**config.mk**
```make
export PLATFORM = sky130hd
export DESIGN_NAME = pmg_gpio_bank
export DESIGN_NICKNAME = d
export VERILOG_FILES = /design/src/hw/pmg_pkg.sv /design/src/hw/pmg_pin_if.sv /design/src/hw/pmg_debounce.sv /design/src/hw/pmg_pin_driver.sv /design/src/hw/pmg_gpio_bank.sv
export SDC_FILE = /design/constraint.sdc
export NUM_CORES = 1
export LEC_CHECK = 0
export BUFFER_PORTS_ARGS = -buffer_cell sky130_fd_sc_hd__buf_4
export CAP_MARGIN = 20
export CORE_ASPECT_RATIO = 0.7
export CORE_MARGIN = 2
export CORE_UTILIZATION = 40
export CTS_BUF_LIST = sky130_fd_sc_hd__clkbuf_2 sky130_fd_sc_hd__clkbuf_4 sky130_fd_sc_hd__clkbuf_8
export CTS_CLUSTER_DIAMETER = 30
export DETAILED_ROUTE_END_ITERATION = 7
export HOLD_SLACK_MARGIN = 0.05
export PLACE_DENSITY = 0.55
export SYNTH_ARGS = -nofsm -noshare
export SYNTH_HDL_FRONTEND = slang
export SYNTH_SLANG_ARGS = --single-unit
```
**constraint.sdc**
```tcl
create_clock -name ref_clk_i -period 4.3 [get_ports ref_clk_i]
set_input_delay 0.43 -clock ref_clk_i [delete_from_list [all_inputs] [get_ports ref_clk_i]]
set_output_delay 0.43 -clock ref_clk_i [all_outputs]
set_load 0.03 [all_outputs]
```
**src/hw/pmg_pkg.sv**
```systemverilog
// constants shared by the pin bank, switch outputs and general outputs
package pmg_pkg;

    ////////////////////////////////////////////////////////////////////////
    // register bus shape
    localparam int unsigned ADDR_W = 10;
    localparam int unsigned DATA_W = 8;
    localparam int unsigned NUM_PINS = 8;
    localparam int unsigned NUM_SW = 4;
    localparam int unsigned NUM_GPO = 8;

    ////////////////////////////////////////////////////////////////////////
    // register offsets
    localparam logic [9:0] OFS_IRQ_SUMMARY = 10'h004;
    localparam logic [9:0] OFS_PIN_CTRL_BASE = 10'h0e0;
    localparam logic [9:0] OFS_PIN_FLAGS = 10'h0e8;
    localparam logic [9:0] OFS_SW_CTRL_BASE = 10'h0ec;
    localparam logic [9:0] OFS_GPO = 10'h0f4;

    ////////////////////////////////////////////////////////////////////////
    // field positions
    localparam int unsigned BIT_DRIVE = 0;
    localparam int unsigned BIT_DIR = 1;
    localparam int unsigned BIT_LEVEL_IN = 2;
    localparam int unsigned BIT_LEVEL_OUT = 3;
    localparam int unsigned BIT_EDGE_LO = 4;
    localparam int unsigned BIT_DBNC_LO = 6;
    localparam int unsigned BIT_SUMMARY_PIN = 4;
    localparam logic [7:0] SW_CTRL_STORE_MASK = 8'hf9;
    localparam logic [7:0] PIN_CTRL_STORE_MASK = 8'hfb;

    ////////////////////////////////////////////////////////////////////////
    // values after reset
    localparam logic [7:0] RST_PIN_CTRL = 8'h02;
    localparam logic [7:0] RST_SW_CTRL = 8'h00;
    localparam logic [7:0] RST_GPO = 8'h00;
    localparam logic [7:0] RST_PIN_FLAGS = 8'h00;

    ////////////////////////////////////////////////////////////////////////
    // timing
    localparam int unsigned DBNC_STEP_MS = 10;
    localparam int unsigned LF_CLK_HZ = 32768;
    localparam int unsigned LF_EDGES_PER_MS = (LF_CLK_HZ + 999) / 1000;
    localparam int unsigned DBNC_CNT_W = 6;

    typedef enum logic [1:0] {
        PMG_EDGE_MASK = 2'h0,
        PMG_EDGE_FALL = 2'h1,
        PMG_EDGE_RISE = 2'h2,
        PMG_EDGE_BOTH = 2'h3
    } pmg_edge_t;

endpackage : pmg_pkg

```
**src/hw/pmg_pin_if.sv**
```systemverilog
// configuration and state carried between the register file and a pin cell
`timescale 1ns/1ps
`default_nettype none
interface pmg_pin_if;
    logic       drive_cmos;
    logic       dir_input;
    logic       out_level;
    logic [1:0] debounce_sel;
    logic       level_stable;

    modport ctrl (output drive_cmos, output dir_input, output out_level, output debounce_sel,
                  input level_stable);
    modport drv  (input drive_cmos, input dir_input, input out_level);
    modport dbnc (input debounce_sel, output level_stable);
endinterface : pmg_pin_if
`default_nettype wire

```
**src/hw/pmg_debounce.sv**
```systemverilog
// debounce filter for one synchronised input, counted in millisecond ticks
`timescale 1ns/1ps
`default_nettype none
module pmg_debounce
    import pmg_pkg::*;
(
    input  wire logic ref_clk_i,
    input  wire logic nrst_i,
    input  wire logic raw_i,
    input  wire logic ms_tick_i,
    pmg_pin_if.dbnc   cfg
);
    logic [DBNC_CNT_W-1:0] tick_cnt;
    logic                  stable;
    wire                   differs = raw_i ^ stable;
    // one tick more than the interval, since the first tick may be partial
    wire [DBNC_CNT_W-1:0]  limit = DBNC_CNT_W'(cfg.debounce_sel) * DBNC_CNT_W'(DBNC_STEP_MS);
    wire                   accept = (cfg.debounce_sel == 2'h0) || (ms_tick_i && (tick_cnt == limit));

    always_ff @(posedge ref_clk_i or negedge nrst_i) begin
        if (!nrst_i) begin
            tick_cnt <= '0;
            stable   <= 1'b0;
        end else begin
            if (!differs || accept)
                tick_cnt <= '0;
            else if (ms_tick_i)
                tick_cnt <= tick_cnt + 1'b1;
            if (differs && accept)
                stable <= raw_i;
        end
    end

    assign cfg.level_stable = stable;
endmodule : pmg_debounce
`default_nettype wire

```
**src/hw/pmg_pin_driver.sv**
```systemverilog
// registered output stage: level and enable for one open-drain or push-pull pin
`timescale 1ns/1ps
`default_nettype none
module pmg_pin_driver (
    input  wire logic ref_clk_i,
    input  wire logic nrst_i,
    pmg_pin_if.drv    cfg,
    output logic      pin_out_o,
    output logic      pin_oe_n_o
);
    // a high level on an open-drain pin releases it
    wire next_oe_n = cfg.dir_input || (cfg.out_level && !cfg.drive_cmos);
    wire next_out  = cfg.out_level && cfg.drive_cmos;

    always_ff @(posedge ref_clk_i or negedge nrst_i) begin
        if (!nrst_i) begin
            pin_out_o  <= 1'b0;
            pin_oe_n_o <= 1'b1;
        end else begin
            pin_out_o  <= next_out;
            pin_oe_n_o <= next_oe_n;
        end
    end
endmodule : pmg_pin_driver
`default_nettype wire

```
**src/hw/pmg_gpio_bank.sv**
```systemverilog
// pin bank, switch-gating outputs and general outputs behind the register port
`timescale 1ns/1ps
`default_nettype none
module pmg_gpio_bank
    import pmg_pkg::*;
#(
    parameter int unsigned LF_PER_MS = LF_EDGES_PER_MS
) (
    input  wire logic                   ref_clk_i,
    input  wire logic                   nrst_i,
    input  wire logic                   lf_clk_i,
    input  wire logic [pmg_pkg::ADDR_W-1:0] reg_addr_i,
    input  wire logic [pmg_pkg::DATA_W-1:0] reg_wdata_i,
    input  wire logic                   reg_wr_i,
    input  wire logic                   reg_rd_i,
    output logic [pmg_pkg::DATA_W-1:0]  reg_rdata_o,
    output logic                        reg_rvalid_o,
    input  wire logic [pmg_pkg::NUM_PINS-1:0] pin_level_i,
    output logic [pmg_pkg::NUM_PINS-1:0] pin_out_o,
    output logic [pmg_pkg::NUM_PINS-1:0] pin_oe_n_o,
    output logic [pmg_pkg::NUM_SW-1:0]  switch_gating_output_o,
    output logic [pmg_pkg::NUM_SW-1:0]  switch_oe_n_o,
    output logic [2*pmg_pkg::NUM_SW-1:0] ramp_resistance_sel_o,
    output logic [pmg_pkg::NUM_GPO-1:0] general_output_levels_o,
    output logic                        pin_irq_summary_o
);
    ////////////////////////////////////////////////////////////////////////
    // address decode helpers

    function automatic logic in_block(input logic [ADDR_W-1:0] a, input logic [ADDR_W-1:0] base,
                                      input int unsigned n);
        in_block = (a >= base) && (a < base + ADDR_W'(n));
    endfunction : in_block

    function automatic logic [2:0] block_index(input logic [ADDR_W-1:0] a,
                                               input logic [ADDR_W-1:0] base);
        logic [ADDR_W-1:0] d;
        d = a - base;
        block_index = d[2:0];
    endfunction : block_index

    ////////////////////////////////////////////////////////////////////////
    // register state

    logic [DATA_W-1:0]   pin_control_n [NUM_PINS];
    logic [DATA_W-1:0]   switch_output_control_n [NUM_SW];
    logic [NUM_GPO-1:0]  general_output_levels;
    logic [NUM_PINS-1:0] pin_interrupt_flags;
    logic                irq_summary;

    ////////////////////////////////////////////////////////////////////////
    // decode

    wire       hit_pin_ctrl = in_block(reg_addr_i, OFS_PIN_CTRL_BASE, NUM_PINS);
    wire       hit_sw_ctrl  = in_block(reg_addr_i, OFS_SW_CTRL_BASE, NUM_SW);
    wire       hit_flags    = (reg_addr_i == OFS_PIN_FLAGS);
    wire       hit_gpo      = (reg_addr_i == OFS_GPO);
    wire       hit_summary  = (reg_addr_i == OFS_IRQ_SUMMARY);
    wire [2:0] pin_idx      = block_index(reg_addr_i, OFS_PIN_CTRL_BASE);
    wire [2:0] sw_off       = block_index(reg_addr_i, OFS_SW_CTRL_BASE);
    wire [1:0] sw_idx       = sw_off[1:0];
    wire       wr_pin       = reg_wr_i && hit_pin_ctrl;
    wire       wr_sw        = reg_wr_i && hit_sw_ctrl;
    wire       wr_gpo       = reg_wr_i && hit_gpo;
    wire       rd_flags     = reg_rd_i && hit_flags;
    wire       rd_summary   = reg_rd_i && hit_summary;

    ////////////////////////////////////////////////////////////////////////
    // input synchronisers and millisecond tick

    logic [NUM_PINS-1:0] pin_meta;
    logic [NUM_PINS-1:0] pin_sync;
    logic [2:0]          lf_sync;
    logic [15:0]         lf_cnt;
    logic                ms_tick;
    wire                 lf_rise = lf_sync[1] && !lf_sync[2];
    wire                 lf_wrap = (lf_cnt == 16'(LF_PER_MS - 1));

    always_ff @(posedge ref_clk_i or negedge nrst_i) begin
        if (!nrst_i) begin
            pin_meta <= '0;
            pin_sync <= '0;
            lf_sync  <= '0;
        end else begin
            pin_meta <= pin_level_i;
            pin_sync <= pin_meta;
            lf_sync  <= {lf_sync[1:0], lf_clk_i};
        end
    end

    // slow clock edges counted into a one-cycle millisecond tick
    always_ff @(posedge ref_clk_i or negedge nrst_i) begin
        if (!nrst_i) begin
            lf_cnt  <= '0;
            ms_tick <= 1'b0;
        end else begin
            ms_tick <= lf_rise && lf_wrap;
            if (lf_rise)
                lf_cnt <= lf_wrap ? '0 : lf_cnt + 16'h0001;
        end
    end

    ////////////////////////////////////////////////////////////////////////
    // pin cells and switch output cells

    logic [NUM_PINS-1:0] level_stable;
    logic [NUM_PINS-1:0] level_prev;
    logic [NUM_PINS-1:0] edge_hit;

    genvar g;
    generate
        for (g = 0; g < NUM_PINS; g++) begin : g_pin
            pmg_pin_if pif ();
            wire [1:0] edge_sel = pin_control_n[g][BIT_EDGE_LO +: 2];
            wire       rise     = level_stable[g] && !level_prev[g];
            wire       fall     = !level_stable[g] && level_prev[g];

            assign pif.drive_cmos   = pin_control_n[g][BIT_DRIVE];
            assign pif.dir_input    = pin_control_n[g][BIT_DIR];
            assign pif.out_level    = pin_control_n[g][BIT_LEVEL_OUT];
            assign pif.debounce_sel = pin_control_n[g][BIT_DBNC_LO +: 2];
            assign level_stable[g]  = pif.level_stable;

            assign edge_hit[g] = ((edge_sel == PMG_EDGE_FALL) && fall)
                              || ((edge_sel == PMG_EDGE_RISE) && rise)
                              || ((edge_sel == PMG_EDGE_BOTH) && (rise || fall));

            pmg_debounce u_dbnc (
                .ref_clk_i (ref_clk_i),
                .nrst_i    (nrst_i),
                .raw_i     (pin_sync[g]),
                .ms_tick_i (ms_tick),
                .cfg       (pif.dbnc)
            );

            pmg_pin_driver u_drv (
                .ref_clk_i  (ref_clk_i),
                .nrst_i     (nrst_i),
                .cfg        (pif.drv),
                .pin_out_o  (pin_out_o[g]),
                .pin_oe_n_o (pin_oe_n_o[g])
            );
        end

        for (g = 0; g < NUM_SW; g++) begin : g_sw
            pmg_pin_if sif ();

            assign sif.drive_cmos   = switch_output_control_n[g][BIT_DRIVE];
            assign sif.dir_input    = 1'b0;
            assign sif.out_level    = switch_output_control_n[g][BIT_LEVEL_OUT];
            assign sif.debounce_sel = 2'h0;
            // switch outputs have no input side
            assign sif.level_stable = 1'b0;

            pmg_pin_driver u_drv (
                .ref_clk_i  (ref_clk_i),
                .nrst_i     (nrst_i),
                .cfg        (sif.drv),
                .pin_out_o  (switch_gating_output_o[g]),
                .pin_oe_n_o (switch_oe_n_o[g])
            );
        end
    endgenerate

    ////////////////////////////////////////////////////////////////////////
    // control registers

    always_ff @(posedge ref_clk_i or negedge nrst_i) begin
        if (!nrst_i) begin
            for (int i = 0; i < NUM_PINS; i++)
                pin_control_n[i] <= RST_PIN_CTRL;
        end else if (wr_pin) begin
            // the input level bit is not storage
            pin_control_n[pin_idx] <= reg_wdata_i & PIN_CTRL_STORE_MASK;
        end
    end

    always_ff @(posedge ref_clk_i or negedge nrst_i) begin
        if (!nrst_i) begin
            for (int i = 0; i < NUM_SW; i++)
                switch_output_control_n[i] <= RST_SW_CTRL;
        end else if (wr_sw) begin
            switch_output_control_n[sw_idx] <= reg_wdata_i & SW_CTRL_STORE_MASK;
        end
    end

    always_ff @(posedge ref_clk_i or negedge nrst_i) begin
        if (!nrst_i)
            general_output_levels <= RST_GPO;
        else if (wr_gpo)
            general_output_levels <= reg_wdata_i;
    end

    ////////////////////////////////////////////////////////////////////////
    // interrupt flags: a new edge wins over the clearing read

    wire [NUM_PINS-1:0] next_flags   = (rd_flags ? '0 : pin_interrupt_flags) | edge_hit;
    wire                next_summary = (rd_summary ? 1'b0 : irq_summary) | (|edge_hit);

    always_ff @(posedge ref_clk_i or negedge nrst_i) begin
        if (!nrst_i) begin
            level_prev          <= '0;
            pin_interrupt_flags <= RST_PIN_FLAGS;
            irq_summary         <= 1'b0;
        end else begin
            level_prev          <= level_stable;
            pin_interrupt_flags <= next_flags;
            irq_summary         <= next_summary;
        end
    end

    ////////////////////////////////////////////////////////////////////////
    // read path: data is captured on the read strobe itself

    logic [DATA_W-1:0] pin_rd_word;
    logic [DATA_W-1:0] next_rdata;

    always_comb begin
        pin_rd_word = pin_control_n[pin_idx];
        pin_rd_word[BIT_LEVEL_IN] = level_stable[pin_idx];
    end

    // unmapped and reserved addresses read zero
    always_comb begin
        next_rdata = '0;
        if (hit_pin_ctrl)
            next_rdata = pin_rd_word;
        else if (hit_sw_ctrl)
            next_rdata = switch_output_control_n[sw_idx];
        else if (hit_flags)
            next_rdata = pin_interrupt_flags;
        else if (hit_gpo)
            next_rdata = general_output_levels;
        else if (hit_summary)
            next_rdata[BIT_SUMMARY_PIN] = irq_summary;
    end

    always_ff @(posedge ref_clk_i or negedge nrst_i) begin
        if (!nrst_i) begin
            reg_rdata_o  <= '0;
            reg_rvalid_o <= 1'b0;
        end else begin
            reg_rvalid_o <= reg_rd_i;
            if (reg_rd_i)
                reg_rdata_o <= next_rdata;
        end
    end

    ////////////////////////////////////////////////////////////////////////
    // plain outputs

    always_ff @(posedge ref_clk_i or negedge nrst_i) begin
        if (!nrst_i) begin
            general_output_levels_o <= RST_GPO;
            ramp_resistance_sel_o   <= '0;
            pin_irq_summary_o       <= 1'b0;
        end else begin
            general_output_levels_o <= general_output_levels;
            for (int i = 0; i < NUM_SW; i++)
                ramp_resistance_sel_o[2*i +: 2] <= switch_output_control_n[i][BIT_EDGE_LO +: 2];
            pin_irq_summary_o <= irq_summary;
        end
    end

endmodule : pmg_gpio_bank
`default_nettype wire

```
# Word-level counts from Yosys, hierarchy flattened
# Cells that the tools add are included.
[op_classes] n_shift=0 n_div=0 eq_ne=36 n_addsub=11 reduce_logical=193 magnitude_cmp=9 multipliers=8 n_mux=40 n_bitwise=12
[op_table] op="$mux 6" n=16
[op_table] op="$logic_and 1x1->1" n=91
[op_table] op="$mux 8" n=10
[op_table] op="$bwmux 64" n=1
[op_table] op="$add 6x1->6 const B" n=8
[op_table] op="$eq 6x6->1" n=8
[op_table] op="$logic_or 1x1->1" n=48
[op_table] op="$mul 2x3->5 const B" n=8
[op_table] op="$logic_not 1->1" n=37
[op_table] op="$bwmux 32" n=1
[op_table] op="$eq 2x2->1 const B" n=16
[op_table] op="$bmux 8 s3" n=1
[op_table] op="$demux 8 s3" n=1
[op_table] op="$eq 10x8->1 const B" n=2
[op_table] op="$ge 10x8->1 const B" n=2
[op_table] op="$lt 10x8->1 const B" n=2
[op_table] op="$add 16x1->16 const B" n=1
[op_table] op="$bmux 8 s2" n=1
[op_table] op="$demux 8 s2" n=1
[op_table] op="$eq 16x6->1 const B" n=1
[op_table] op="$eq 2x1->1 const B" n=8
[op_table] op="$logic_not 2->1" n=8
[op_table] op="$mux 16" n=1
[op_table] op="$reduce_bool 2->1" n=8
[op_table] op="18 further kinds" n=28
[word_totals] ramBits=0 rom_bits=0 elab_cells=375 reg_bits=263 in_bits=31 latch_bits=0 mem_count=0

# Longest topological paths before layout
# Gate-level depths: netlist of the first run.
[logic_depth] ltp_word=7 ltp_mapped=7 mapped_depth_nobuf=7

# By module
# Synthesis of the first run repeated with hierarchy kept, for this count alone.
[hier_totals] cells_unflattened=878 hier_area_um2=11288.3
[modules_own_cells] module="pmg_gpio_bank" n_inst=1 area_per_inst_um2=7334.5 seq_area_each_um2=4189.0 cells_per_inst=538
[modules_own_cells] module="pmg_debounce" n_inst=8 area_per_inst_um2=389.1 seq_area_each_um2=175.2 cells_per_inst=35
[modules_own_cells] module="pmg_pin_driver" n_inst=12 area_per_inst_um2=70.1 seq_area_each_um2=51.3 cells_per_inst=5

# Worst setup path after synthesis of the first run
# OpenSTA, ideal clock, no wires.
[synth_timing] path_type="input-to-reg" start="input reg_addr_i[5] (netlist name)" end="register pin_control_n, in the netlist g_pin[1].edge_sel[0]" t_arrival_ns=1.620 path_buffers=2 setup_ns=0.125 slack_ns=2.556 stages=7 required_time_ns=4.175 cell_sequence="and3_1 > buf_2 > and2_4 > and3b_1 > buf_4 > nand2_2 > mux2_2"
[synth_via] elab_chain_cells=3 word_cells_on_any_way=4 cone_classes="2 x order compare; 2 x reduce/logical"
[synth_lines] element="from (decl)" line="pmg_gpio_bank.sv:12" rtl="input wire logic [pmg_pkg::ADDR_W-1:0] reg_addr_i,"
[synth_lines] element="$ge 10x8->1 / $lt 10x8->1 (equally long branches)" line="pmg_gpio_bank.sv:32" rtl="in_block = (a >= base) && (a < base + ADDR_W'(n));"
[synth_lines] element="$logic_and 1x1->1 *" line="pmg_gpio_bank.sv:32"
[synth_lines] element="$logic_and 1x1->1 *" line="pmg_gpio_bank.sv:62" rtl="wire wr_pin = reg_wr_i && hit_pin_ctrl;"
[synth_lines] element="to (signal, indexed assignment)" line="pmg_gpio_bank.sv:174" rtl="pin_control_n[pin_idx] <= reg_wdata_i & PIN_CTRL_STORE_MASK;"
[synth_lines] element="to (decl)" line="pmg_gpio_bank.sv:45" rtl="logic [DATA_W-1:0] pin_control_n [NUM_PINS];"
# Mark *: on every way between the ends. The rest lies on a longest branch, timed or not.
# A chain may end at the register's enable or synchronous reset.

# Final worst setup path of the first run
[layout_timing] start="register ms_tick" end="register g_pin[5].u_dbnc.tick_cnt[5]"
[layout_via] elab_chain_cells=4 word_cells_on_any_way=5 cone_classes="1 x mux; 4 x reduce/logical"
[layout_lines] element="from (decl)" line="pmg_gpio_bank.sv:75" rtl="logic ms_tick;"
[layout_lines] element="from (signal assigned)" line="pmg_gpio_bank.sv:97" rtl="ms_tick <= lf_rise && lf_wrap;"
[layout_lines] element="$logic_and 1x1->1" line="pmg_debounce.sv:18" rtl="wire accept = (cfg.debounce_sel == 2'h0) || (ms_tick_i && (tick_cnt == limit));"
[layout_lines] element="$logic_or 1x1->1" line="pmg_debounce.sv:18"
[layout_lines] element="$logic_or 1x1->1" line="pmg_debounce.sv:25" rtl="if (!differs || accept)"
[layout_lines] element="$mux 6 / $reduce_bool 2->1 (equally long branches)"
[layout_lines] element="to (signal assigned)" line="pmg_debounce.sv:28" rtl="tick_cnt <= tick_cnt + 1'b1;"
[layout_lines] element="to (decl)" line="pmg_debounce.sv:13" rtl="logic [DBNC_CNT_W-1:0] tick_cnt;"
# Parallel ways exist; a longest one is shown, timed or not.

==> results.toml, run 1 <==
[logic_synthesis]
yosysMostFrequentCell = "dfrtp_1"
synth_top_area_share_pct = 50.5
synth_top_area_cell = "dfrtp_1"
synth-seq-cells = 247
ys_warn_count = 0
synth_edf_count = 0
syn_area_per_cell_um2 = 12.2
synthArstFlopShare_pct = 100
synthTopCellsByArea = "dfrtp_1, mux2_2, dfstp_2, mux4_2, ha_1"
syn_area_mm2 = 0.0112
ys_seq_area_share_pct = 55.2
yosysUniqueCellTypes = 53
synthCells = 922
synthFlopType = "dfrtp_1"
synth_nets = 979
ys_top_cells_by_count = "dfrtp_1, mux2_2, nor2_1, nand2_1"

[grt]
grt.overflow.total = 0
grt.total_usage_pct = 17.7
grt_max_degree = 96
antenna_found_initial = 0
grt_pass1_wl_um = 40100
grt_pass1_vias = 7142

[drt]
vias = 7131
drt-initial-drc-count = 499
drt_pass1_iterations = 5
routedWlPerCell_um = 17.5
wl_um = 24800
drc_errors = 0
via_per_inst = 5.03
postRouteAntennaNets = 0

[sta]
clock_skew_ns = 0.0249
fmax_mhz = 446
rsz0062_at_grt = "no"
tns_ns = 0
finalCriticalPeriod_ns = 2.24
setup_viol = 0
tightest_slew_ns = 0.926
drv_slew = 0
slew_headroom_pct = 37.7
period_share_pct = 52.2
hold_viol_final = 0

[placement]
io_buffers = 80
hpwl_um = 17000
dp_cells = 1327
globalplace.congestion = 0.794

[worst_setup_path]
worstPathRequired_ns = 4.73
worst_r2r_path_depth = 6
end_kind = "flop"
worst-path-buf-inv = 1
cp_top_family = "flip-flops"
cp_max_fo = 31
rr_startpoint = "ms_tick"
cpPeakStageDelay_ns = 0.82
reg2reg_slack_ns = 2.06
critPathKind = "reg -> reg"
path_cells = "buf_12 -> nor3b_1 -> a41oi_1 -> o22ai_1 -> nand2b_1 -> nor2_1"
cp-start-kind = "flop"
crit_slowest_cell = "dfrtp_1"
r2r-end = "g_pin[5].u_dbnc.tick_cnt[5]"
arrival_ns = 2.67

[floorplanning]
floorplan.initialDensity_pct = 40.5
die_area_mm2 = 0.0295
ioPinCount = 81
core_mm2 = 0.0278
chipWidth_um = 204
die_h_um = 144
num_rows = 51

[layout]
instances_no_fill = 1417
num_antenna_cells = 0
syn_to_final_growth_pct = 17.4
drive_gt1_share_pct = 29.6
nets = 1071

[outcome]
status = "complete, no violations"

[clock_network]
cts_tree = "done"
cts_setup_buffers = 0
cts_root_buffer = "clkbuf_8"
clock_path_buffers = 3
cts_resized = 0
clk_latency_ns = 0.57
hold_buffers = 10
h-tree-depth = 2
clk_pin_slew_ns = 0.05
cts-buffers-inserted = 46
cts_sinks = 247

[run]
maxCapViolCount = 0

[power]
finalPower_w = 0.00525
peakVddDrop_uv = 256
leakage_nw = 6.21
powerDensity_mw_per_mm2 = 398

[min_path]
hold_path.class = "in -> reg"
hold_path.startpoint = "reg_wdata_i[2]"
worstHoldPathCells = 2
hold-path-endpoint = "general_output_levels[2]"
-- per-layer routing --
metal,wire [um],part of all wire [%],GRT usage [%],vias to the layer above
met5,0,0,0,-
met4,408,1.6,5.03,0
met3,1180,4.8,4.10,33
met2,9830,40,23.6,141
met1,13400,54,28.2,3567
li1,-,-,-,3390
-- state kept, by name (all words and copies together), names as in the netlist, 8 cells and up --
| name | count |
|---|---|
| g_pin.u_dbnc.tick_cnt | 48 |
| g_pin.edge_sel | 16 |
| g_pin.pif.debounce_sel | 16 |
| lf_cnt | 16 |
| switch_output_control_n | 16 |
| g_pin.pif.dir_input | 8 |
| g_pin.pif.drive_cmos | 8 |
| g_pin.pif.out_level | 8 |
| g_pin.u_dbnc.cfg.level_stable | 8 |
| g_pin.u_drv.pin_oe_n_o | 8 |
| g_pin.u_drv.pin_out_o | 8 |
| general_output_levels | 8 |
| general_output_levels_o | 8 |
| level_prev | 8 |
| pin_interrupt_flags | 8 |
| pin_meta | 8 |
| pin_sync | 8 |
| ramp_resistance_sel_o | 8 |
| reg_rdata_o | 8 |
-- metrics by stage --
stage / utilization, % / hold WS, ns / worst slack [ns] / area, um^2
after floorplan: - / 0.134 / 2.56 / 11200
after CTS: 47.6 / 0.0794 / 2.02 / 13200
after global routing: 47.6 / 0.0900 / 1.71 / 13200
after detailed placement: 43.4 / 0.335 / 1.91 / 12100
final: 47.6 / 0.118 / 2.06 / 13200
after global placement: 43.4 / 0.332 / 1.94 / 12100
-- worst register-to-register path, delay by kind of cell (launching register included) --
family	cells	cell delay, ns
AO/OA/AOI/OAI	2	0.38
buffers and inverters	1	0.28
flip-flops	1	0.82
AND/OR/NAND/NOR	3	0.65
-- logic make-up after synthesis --
kind of cell | share of synthesized area, %
fa+ha+maj | 2.89
simple gates | 13.0
xor+xnor | 4.75
compound gates | 5.30
mux | 14.9
flops | 55.2
buf+inv | 3.98
-- worst max-delay path by stage --
stage                                   endpoint  slack, ns           from  cells after the start
floorplan                   g_pin[1].edge_sel[0]       2.56  reg_addr_i[5]                      7
global placement    g_pin[6].pif.debounce_sel[1]       1.94  reg_addr_i[9]                      6
detailed placement  g_pin[6].pif.debounce_sel[1]       1.91  reg_addr_i[9]                      6
CTS                  g_pin[5].u_dbnc.tick_cnt[5]       2.02        ms_tick                      6
global route         g_pin[6].u_dbnc.tick_cnt[2]       1.71        ms_tick                      6
finish               g_pin[5].u_dbnc.tick_cnt[5]       2.06        ms_tick                      6
-- layout make-up --
| class | instances | area [um^2] |
|---|---|---|
| Fill cell | 2517 | 14600 |
| Sequential cell | 247 | 6210 |
| Multi-Input combinational cell | 589 | 4590 |
| Clock buffer | 67 | 872 |
| Timing Repair Buffer | 94 | 763 |
| Tap cell | 371 | 464 |
| Clock inverter | 13 | 168 |
| Inverter | 36 | 135 |
-- cells in the final DEF (no fill, tap or decap), drive strengths merged, types with 4 or more instances in the layout --
master / count
a21o: 14
a21oi: 15
a41oi: 7
and2: 15
and3: 15
and4: 4
buf: 84
bufinv: 4
clkbuf: 67
clkinv: 8
dfrtp: 227
dfstp: 20
dlygate4sd3: 10
ha: 26
inv: 36
mux2: 92
mux2i: 11
mux4: 22
nand2: 64
nand2b: 9
nand3: 19
nand4: 23
nor2: 78
nor2b: 19
nor3: 13
nor3b: 9
o211ai: 4
o21ai: 36
o22ai: 8
xnor2: 25
xor2: 36
-- where the power goes --
| part | switching [W] | internal, W |
|---|---|---|
| Combinational | 0.000164 | 0.000115 |
| Sequential | 0.0000636 | 0.00240 |
| Clock | 0.000973 | 0.00154 |
Note: power is estimated with default switching activity, not from simulation.
==> run 2, diff against run 1 <==
clock period = 2.1 ns   (was 4.3 ns; I/O delays follow)
==> results.toml, run 2 (synthesis results as in run 1) <==
[worst_setup_path]
cp-start-kind = "flop"
worstPathRequired_ns = 2.52
worst-path-buf-inv = 1
path_cells = "buf_12 -> nor3b_1 -> a41oi_1 -> o22ai_1 -> nand2b_1 -> nor2_1"
rr_startpoint = "ms_tick"
cpPeakStageDelay_ns = 0.37
critPathKind = "reg -> reg"
end_kind = "flop"
reg2reg_slack_ns = 0.27
worst_r2r_path_depth = 6
cp_max_fo = 31
crit_slowest_cell = "dfrtp_1"
arrival_ns = 2.24
cp_top_family = "simple AND/OR/NAND/NOR gates"
r2r-end = "g_pin[5].u_dbnc.tick_cnt[4]"

[sta]
fmax_mhz = 548
setup_viol = 0
tns_ns = 0
tightest_slew_ns = 0.523
period_share_pct = 86.9
clock_skew_ns = 0.0215
rsz0062_at_grt = "no"
fin_hold_ws_ns = 0.143
hold_viol_final = 0
drv_slew = 0
slew_headroom_pct = 65.2
finalCriticalPeriod_ns = 1.83

[grt]
grt.total_usage_pct = 17.7
antenna_found_initial = 0
grt_pass1_wl_um = 40500
grt_max_degree = 60
grt_pass1_vias = 7177
grt.overflow.total = 0

[floorplanning]
die_h_um = 144
die_area_mm2 = 0.0295
floorplan.initialDensity_pct = 40.5
ioPinCount = 81
num_rows = 51
core_mm2 = 0.0278
chipWidth_um = 204

[min_path]
hold-path-endpoint = "general_output_levels[7]"
hold_path.startpoint = "reg_wr_i"
worstHoldPathCells = 3
hold_path.class = "in -> reg"

[run]
maxCapViolCount = 0

[drt]
routedWlPerCell_um = 17.1
drt_pass1_iterations = 4
via_per_inst = 5.11
drt-initial-drc-count = 414
vias = 7392
wl_um = 24800
postRouteAntennaNets = 0
drc_errors = 0

[layout]
nets = 1099
fill_cells = 2505
syn_to_final_growth_pct = 20.2
largest_reg_flops = 48
utilization_pct = 48.7
num_antenna_cells = 0
layout_commonest_cell = "dfrtp_1"
instances_no_fill = 1447
regMostFlops = "g_pin.u_dbnc.tick_cnt"
drive_gt1_share_pct = 30.6
mostFrequentLayoutCells = "dfrtp_1, buf_4, mux2_2"

[power]
leakage_nw = 6.37
powerDensity_mw_per_mm2 = 814
peakVddDrop_uv = 506

[clock_network]
cts_resized = 0
clk_latency_ns = 0.56
cts_root_buffer = "clkbuf_8"
cts_sinks = 247
h-tree-depth = 2
cts_tree = "done"
clock_path_buffers = 3
cts-buffers-inserted = 45
clk_pin_slew_ns = 0.07

[placement]
io_buffers = 80
globalplace.congestion = 0.765
hpwl_um = 17200
dp_cells = 1345

[outcome]
status = "complete, no violations"
-- run 2: changes by cell type in the layout (fill, tap and decap cells not counted) --
| cell | previous run | this run |
|---|---|---|
| buf_12 | 2 | 6 |
| buf_4 | 81 | 95 |
| bufinv_16 | 4 | 7 |
| clkbuf_4 | 8 | 15 |
| clkbuf_8 | 59 | 50 |
| clkinv_2 | 8 | 6 |
| clkinv_4 | 0 | 1 |
| clkinvlp_4 | 1 | 2 |
| dlygate4sd3_1 | 10 | 21 |
-- run 2: repair_timing --
| item | 4_1_cts | 5_1_grt |
|---|---|---|
| buffers inserted | 0 | 0 |
| hold buffers | 21 | 0 |
| endpoints found under the hold margin | 320 | 0 |
-- run 2: tightest hold or removal path, stage by stage --
cell,delay [ns]
buf_4,0.10
nand2_4,0.13
mux2_4,0.23
-- run 2: layout make-up --
class	count	area, um^2	share of cell area [%]
Clock buffer	65	801	5.92
Clock inverter	16	264	1.95
Inverter	36	135	0.999
Multi-Input combinational cell	589	4590	34.0
Sequential cell	247	6210	45.9
Tap cell	371	464	3.43
Timing Repair Buffer	123	1060	7.83
-- run 2: worst max path at each step --
stage	depth (start not counted)	from	slack (ns)	to
floorplan	7	reg_addr_i[5]	0.58	g_pin[1].edge_sel[0]
global placement	6	reg_addr_i[0]	0.17	reg_rdata_o[4]
detailed placement	6	reg_addr_i[0]	0.15	reg_rdata_o[4]
CTS	6	ms_tick	0.27	g_pin[3].u_dbnc.tick_cnt[1]
global route	6	ms_tick	0.12	g_pin[3].u_dbnc.tick_cnt[1]
finish	6	ms_tick	0.27	g_pin[5].u_dbnc.tick_cnt[4]
-- run 2: per-layer routing --
layer  share of wire [%]  wire length, um  global-route usage [%]  up-vias
met5                   0                0                       0        -
met4                 1.5              374                    4.73        0
met3                 5.0             1250                    4.15       39
met2                  40            10000                    23.4      165
met1                  53            13100                    28.3     3730
li1                    -                -                       -     3458
-- run 2: per-stage QoR --
| stage | total power (W) | setup WS [ns] | cell area (um^2) |
|---|---|---|---|
| CTS | 0.0112 | 0.273 | 13500 |
| finish | 0.0110 | 0.274 | 13500 |
| global placement | 0.00570 | 0.172 | 12200 |
| floorplan | 0.00540 | 0.576 | 11200 |
| detailed placement | 0.00571 | 0.150 | 12200 |
| global route | 0.0115 | 0.118 | 13500 |
-- run 2: power by group --
part | switching, W | total [W] | internal, W | leakage, nW
Clock | 0.00203 | 0.00536 | 0.00332 | 0.555
Sequential | 0.000127 | 0.00503 | 0.00491 | 3.26
Combinational | 0.000343 | 0.000613 | 0.000271 | 2.56
Total | 0.00250 | 0.0110 | 0.00850 | 6.37
==> run 3, diff against run 2 <==
RECOVER_POWER = 25   (was not set)
==> results.toml, run 3 (synthesis results as in run 1) <==
[run]
maxCapViolCount = 1

[floorplanning]
die_area_mm2 = 0.0295
die_h_um = 144
num_rows = 51
chipWidth_um = 204
core_mm2 = 0.0278
floorplan.initialDensity_pct = 40.5
ioPinCount = 81

[sta]
finalCriticalPeriod_ns = 1.83
fmax_mhz = 548
setup_viol = 0
drv_slew = 55
setup_ws_ns = 0.274
hold_viol_final = 0
rsz0062_at_grt = "no"
tns_ns = 0
tightest_slew_ns = 1.71
clock_skew_ns = 0.0211
fin_hold_ws_ns = 0.147
period_share_pct = 86.9
slew_headroom_pct = -14.2

[placement]
io_buffers = 80
dp_cells = 1345
hpwl_um = 17200
dp_slack_ns = 0.150
dpl_cell_area_mm2 = 0.0122
globalplace.congestion = 0.765

[clock_network]
cts_tree = "done"
cts-buffers-inserted = 45
cts_resized = 0
clk_latency_ns = 0.56
cts_sinks = 247
clock_path_buffers = 3
h-tree-depth = 2
clk_pin_slew_ns = 0.07
cts_root_buffer = "clkbuf_8"

[grt]
grt_max_degree = 60
grt.total_usage_pct = 17.7
grt_pass1_vias = 7177
grt_pass1_wl_um = 40500
grt.overflow.total = 0
antenna_found_initial = 0

[layout]
stdcell_area_mm2 = 0.0135
regMostFlops = "g_pin.u_dbnc.tick_cnt"
nets = 1099
layout_commonest_cell = "dfrtp_1"
largest_reg_flops = 48
mostFrequentLayoutCells = "dfrtp_1, mux2_2, buf_4"
syn_to_final_growth_pct = 20.1
instances_no_fill = 1447
num_antenna_cells = 0
drive_gt1_share_pct = 30.0

[min_path]
hold_path.startpoint = "reg_wr_i"
worstHoldPathCells = 3
hold-path-endpoint = "general_output_levels[7]"
hold_path.class = "in -> reg"

[power]
p_switching_w = 0.00251
clockPowerShare_pct = 48.7
combinationalPowerShare_pct = 5.5
powerDensity_mw_per_mm2 = 815
leakage_nw = 6.36
power_frac_seq_pct = 45.7
p_int_w = 0.00850
peakVddDrop_uv = 506
power.share.switching_pct = 22.8

[drt]
drc_errors = 0
postRouteAntennaNets = 0
vias = 7381
wl_um = 24800
drt-initial-drc-count = 394
drt_pass1_iterations = 4
via_per_inst = 5.10
routedWlPerCell_um = 17.1

[worst_setup_path]
worst_r2r_path_depth = 6
cp-start-kind = "flop"
rr_startpoint = "ms_tick"
cp_max_fo = 31
critPathKind = "reg -> reg"
arrival_ns = 2.24
end_kind = "flop"
r2r-end = "g_pin[5].u_dbnc.tick_cnt[4]"
worstPathRequired_ns = 2.52
reg2reg_slack_ns = 0.27

[outcome]
status = "complete, but fails checks"
violations = "capacitance limit, slew limit"
## run 3: cell count changes in the layout (fill, tap and decap cells not counted)
cell,before,now
dfstp_1,0,4
and2_1,14,7
clkbuf_4,15,24
and2_0,0,7
buf_8,1,0
clkbuf_2,0,1
clkbuf_1,0,2
dfstp_2,20,16
buf_4,95,84
## run 3: worst max path at each step
stage	slack, ns	to	startpoint
finish	0.27	g_pin[5].u_dbnc.tick_cnt[4]	ms_tick
global route	0.07	g_pin[2].u_drv.pin_oe_n_o	nrst_i
CTS	0.27	g_pin[3].u_dbnc.tick_cnt[1]	ms_tick
detailed placement	0.15	reg_rdata_o[4]	reg_addr_i[0]
global placement	0.17	reg_rdata_o[4]	reg_addr_i[0]
floorplan	0.58	g_pin[1].edge_sel[0]	reg_addr_i[5]
## run 3: layer usage
metal | routed length, um | up-vias | track usage, %
met5 | 0 | - | 0
met3 | 1220 | 39 | 4.15
met1 | 13200 | 3724 | 28.3
met2 | 10000 | 160 | 23.4
li1 | - | 3458 | -
met4 | 374 | 0 | 4.73
## run 3: final cells by class
| type | count | area [um^2] |
|---|---|---|
| multi-input cells | 589 | 4590 |
| inverters | 36 | 135 |
| repair buffers | 123 | 1040 |
| well taps | 371 | 464 |
| clock buffers | 65 | 801 |
| flip-flops and latches | 247 | 6210 |
| clock inverters | 16 | 264 |
| fillers | 2509 | 14300 |
## run 3: stage by stage
stage	total power, W	util [%]
4_1_cts	0.0112	48.7
2_1_floorplan	0.00540	-
6_report	0.0110	48.6
5_1_grt	0.0115	48.6
3_5_place_dp	0.00571	44.1
3_3_place_gp	0.00570	44.1
## run 3: repair_timing
| item | CTS | global route |
|---|---|---|
| buffers inserted | 0 | 0 |
| endpoints found under the hold margin | 320 | 0 |
| hold buffers | 21 | 0 |
## run 3: worst max-delay path, stage by stage (launching register included)
cell	delay, ns
dfrtp_1	0.37
buf_12	0.20
nor3b_1	0.32
a41oi_1	0.16
o22ai_1	0.26
nand2b_1	0.28
nor2_1	0.08
## run 3: power by group through the flow
stage / registers (W) / clock network (W) / logic [W]
2_1_floorplan: 0.00510 / 0 / 0.000300
3_3_place_gp: 0.00511 / 0 / 0.000588
3_5_place_dp: 0.00512 / 0 / 0.000594
4_1_cts: 0.00503 / 0.00551 / 0.000627
5_1_grt: 0.00505 / 0.00579 / 0.000694
6_report: 0.00503 / 0.00536 / 0.000610
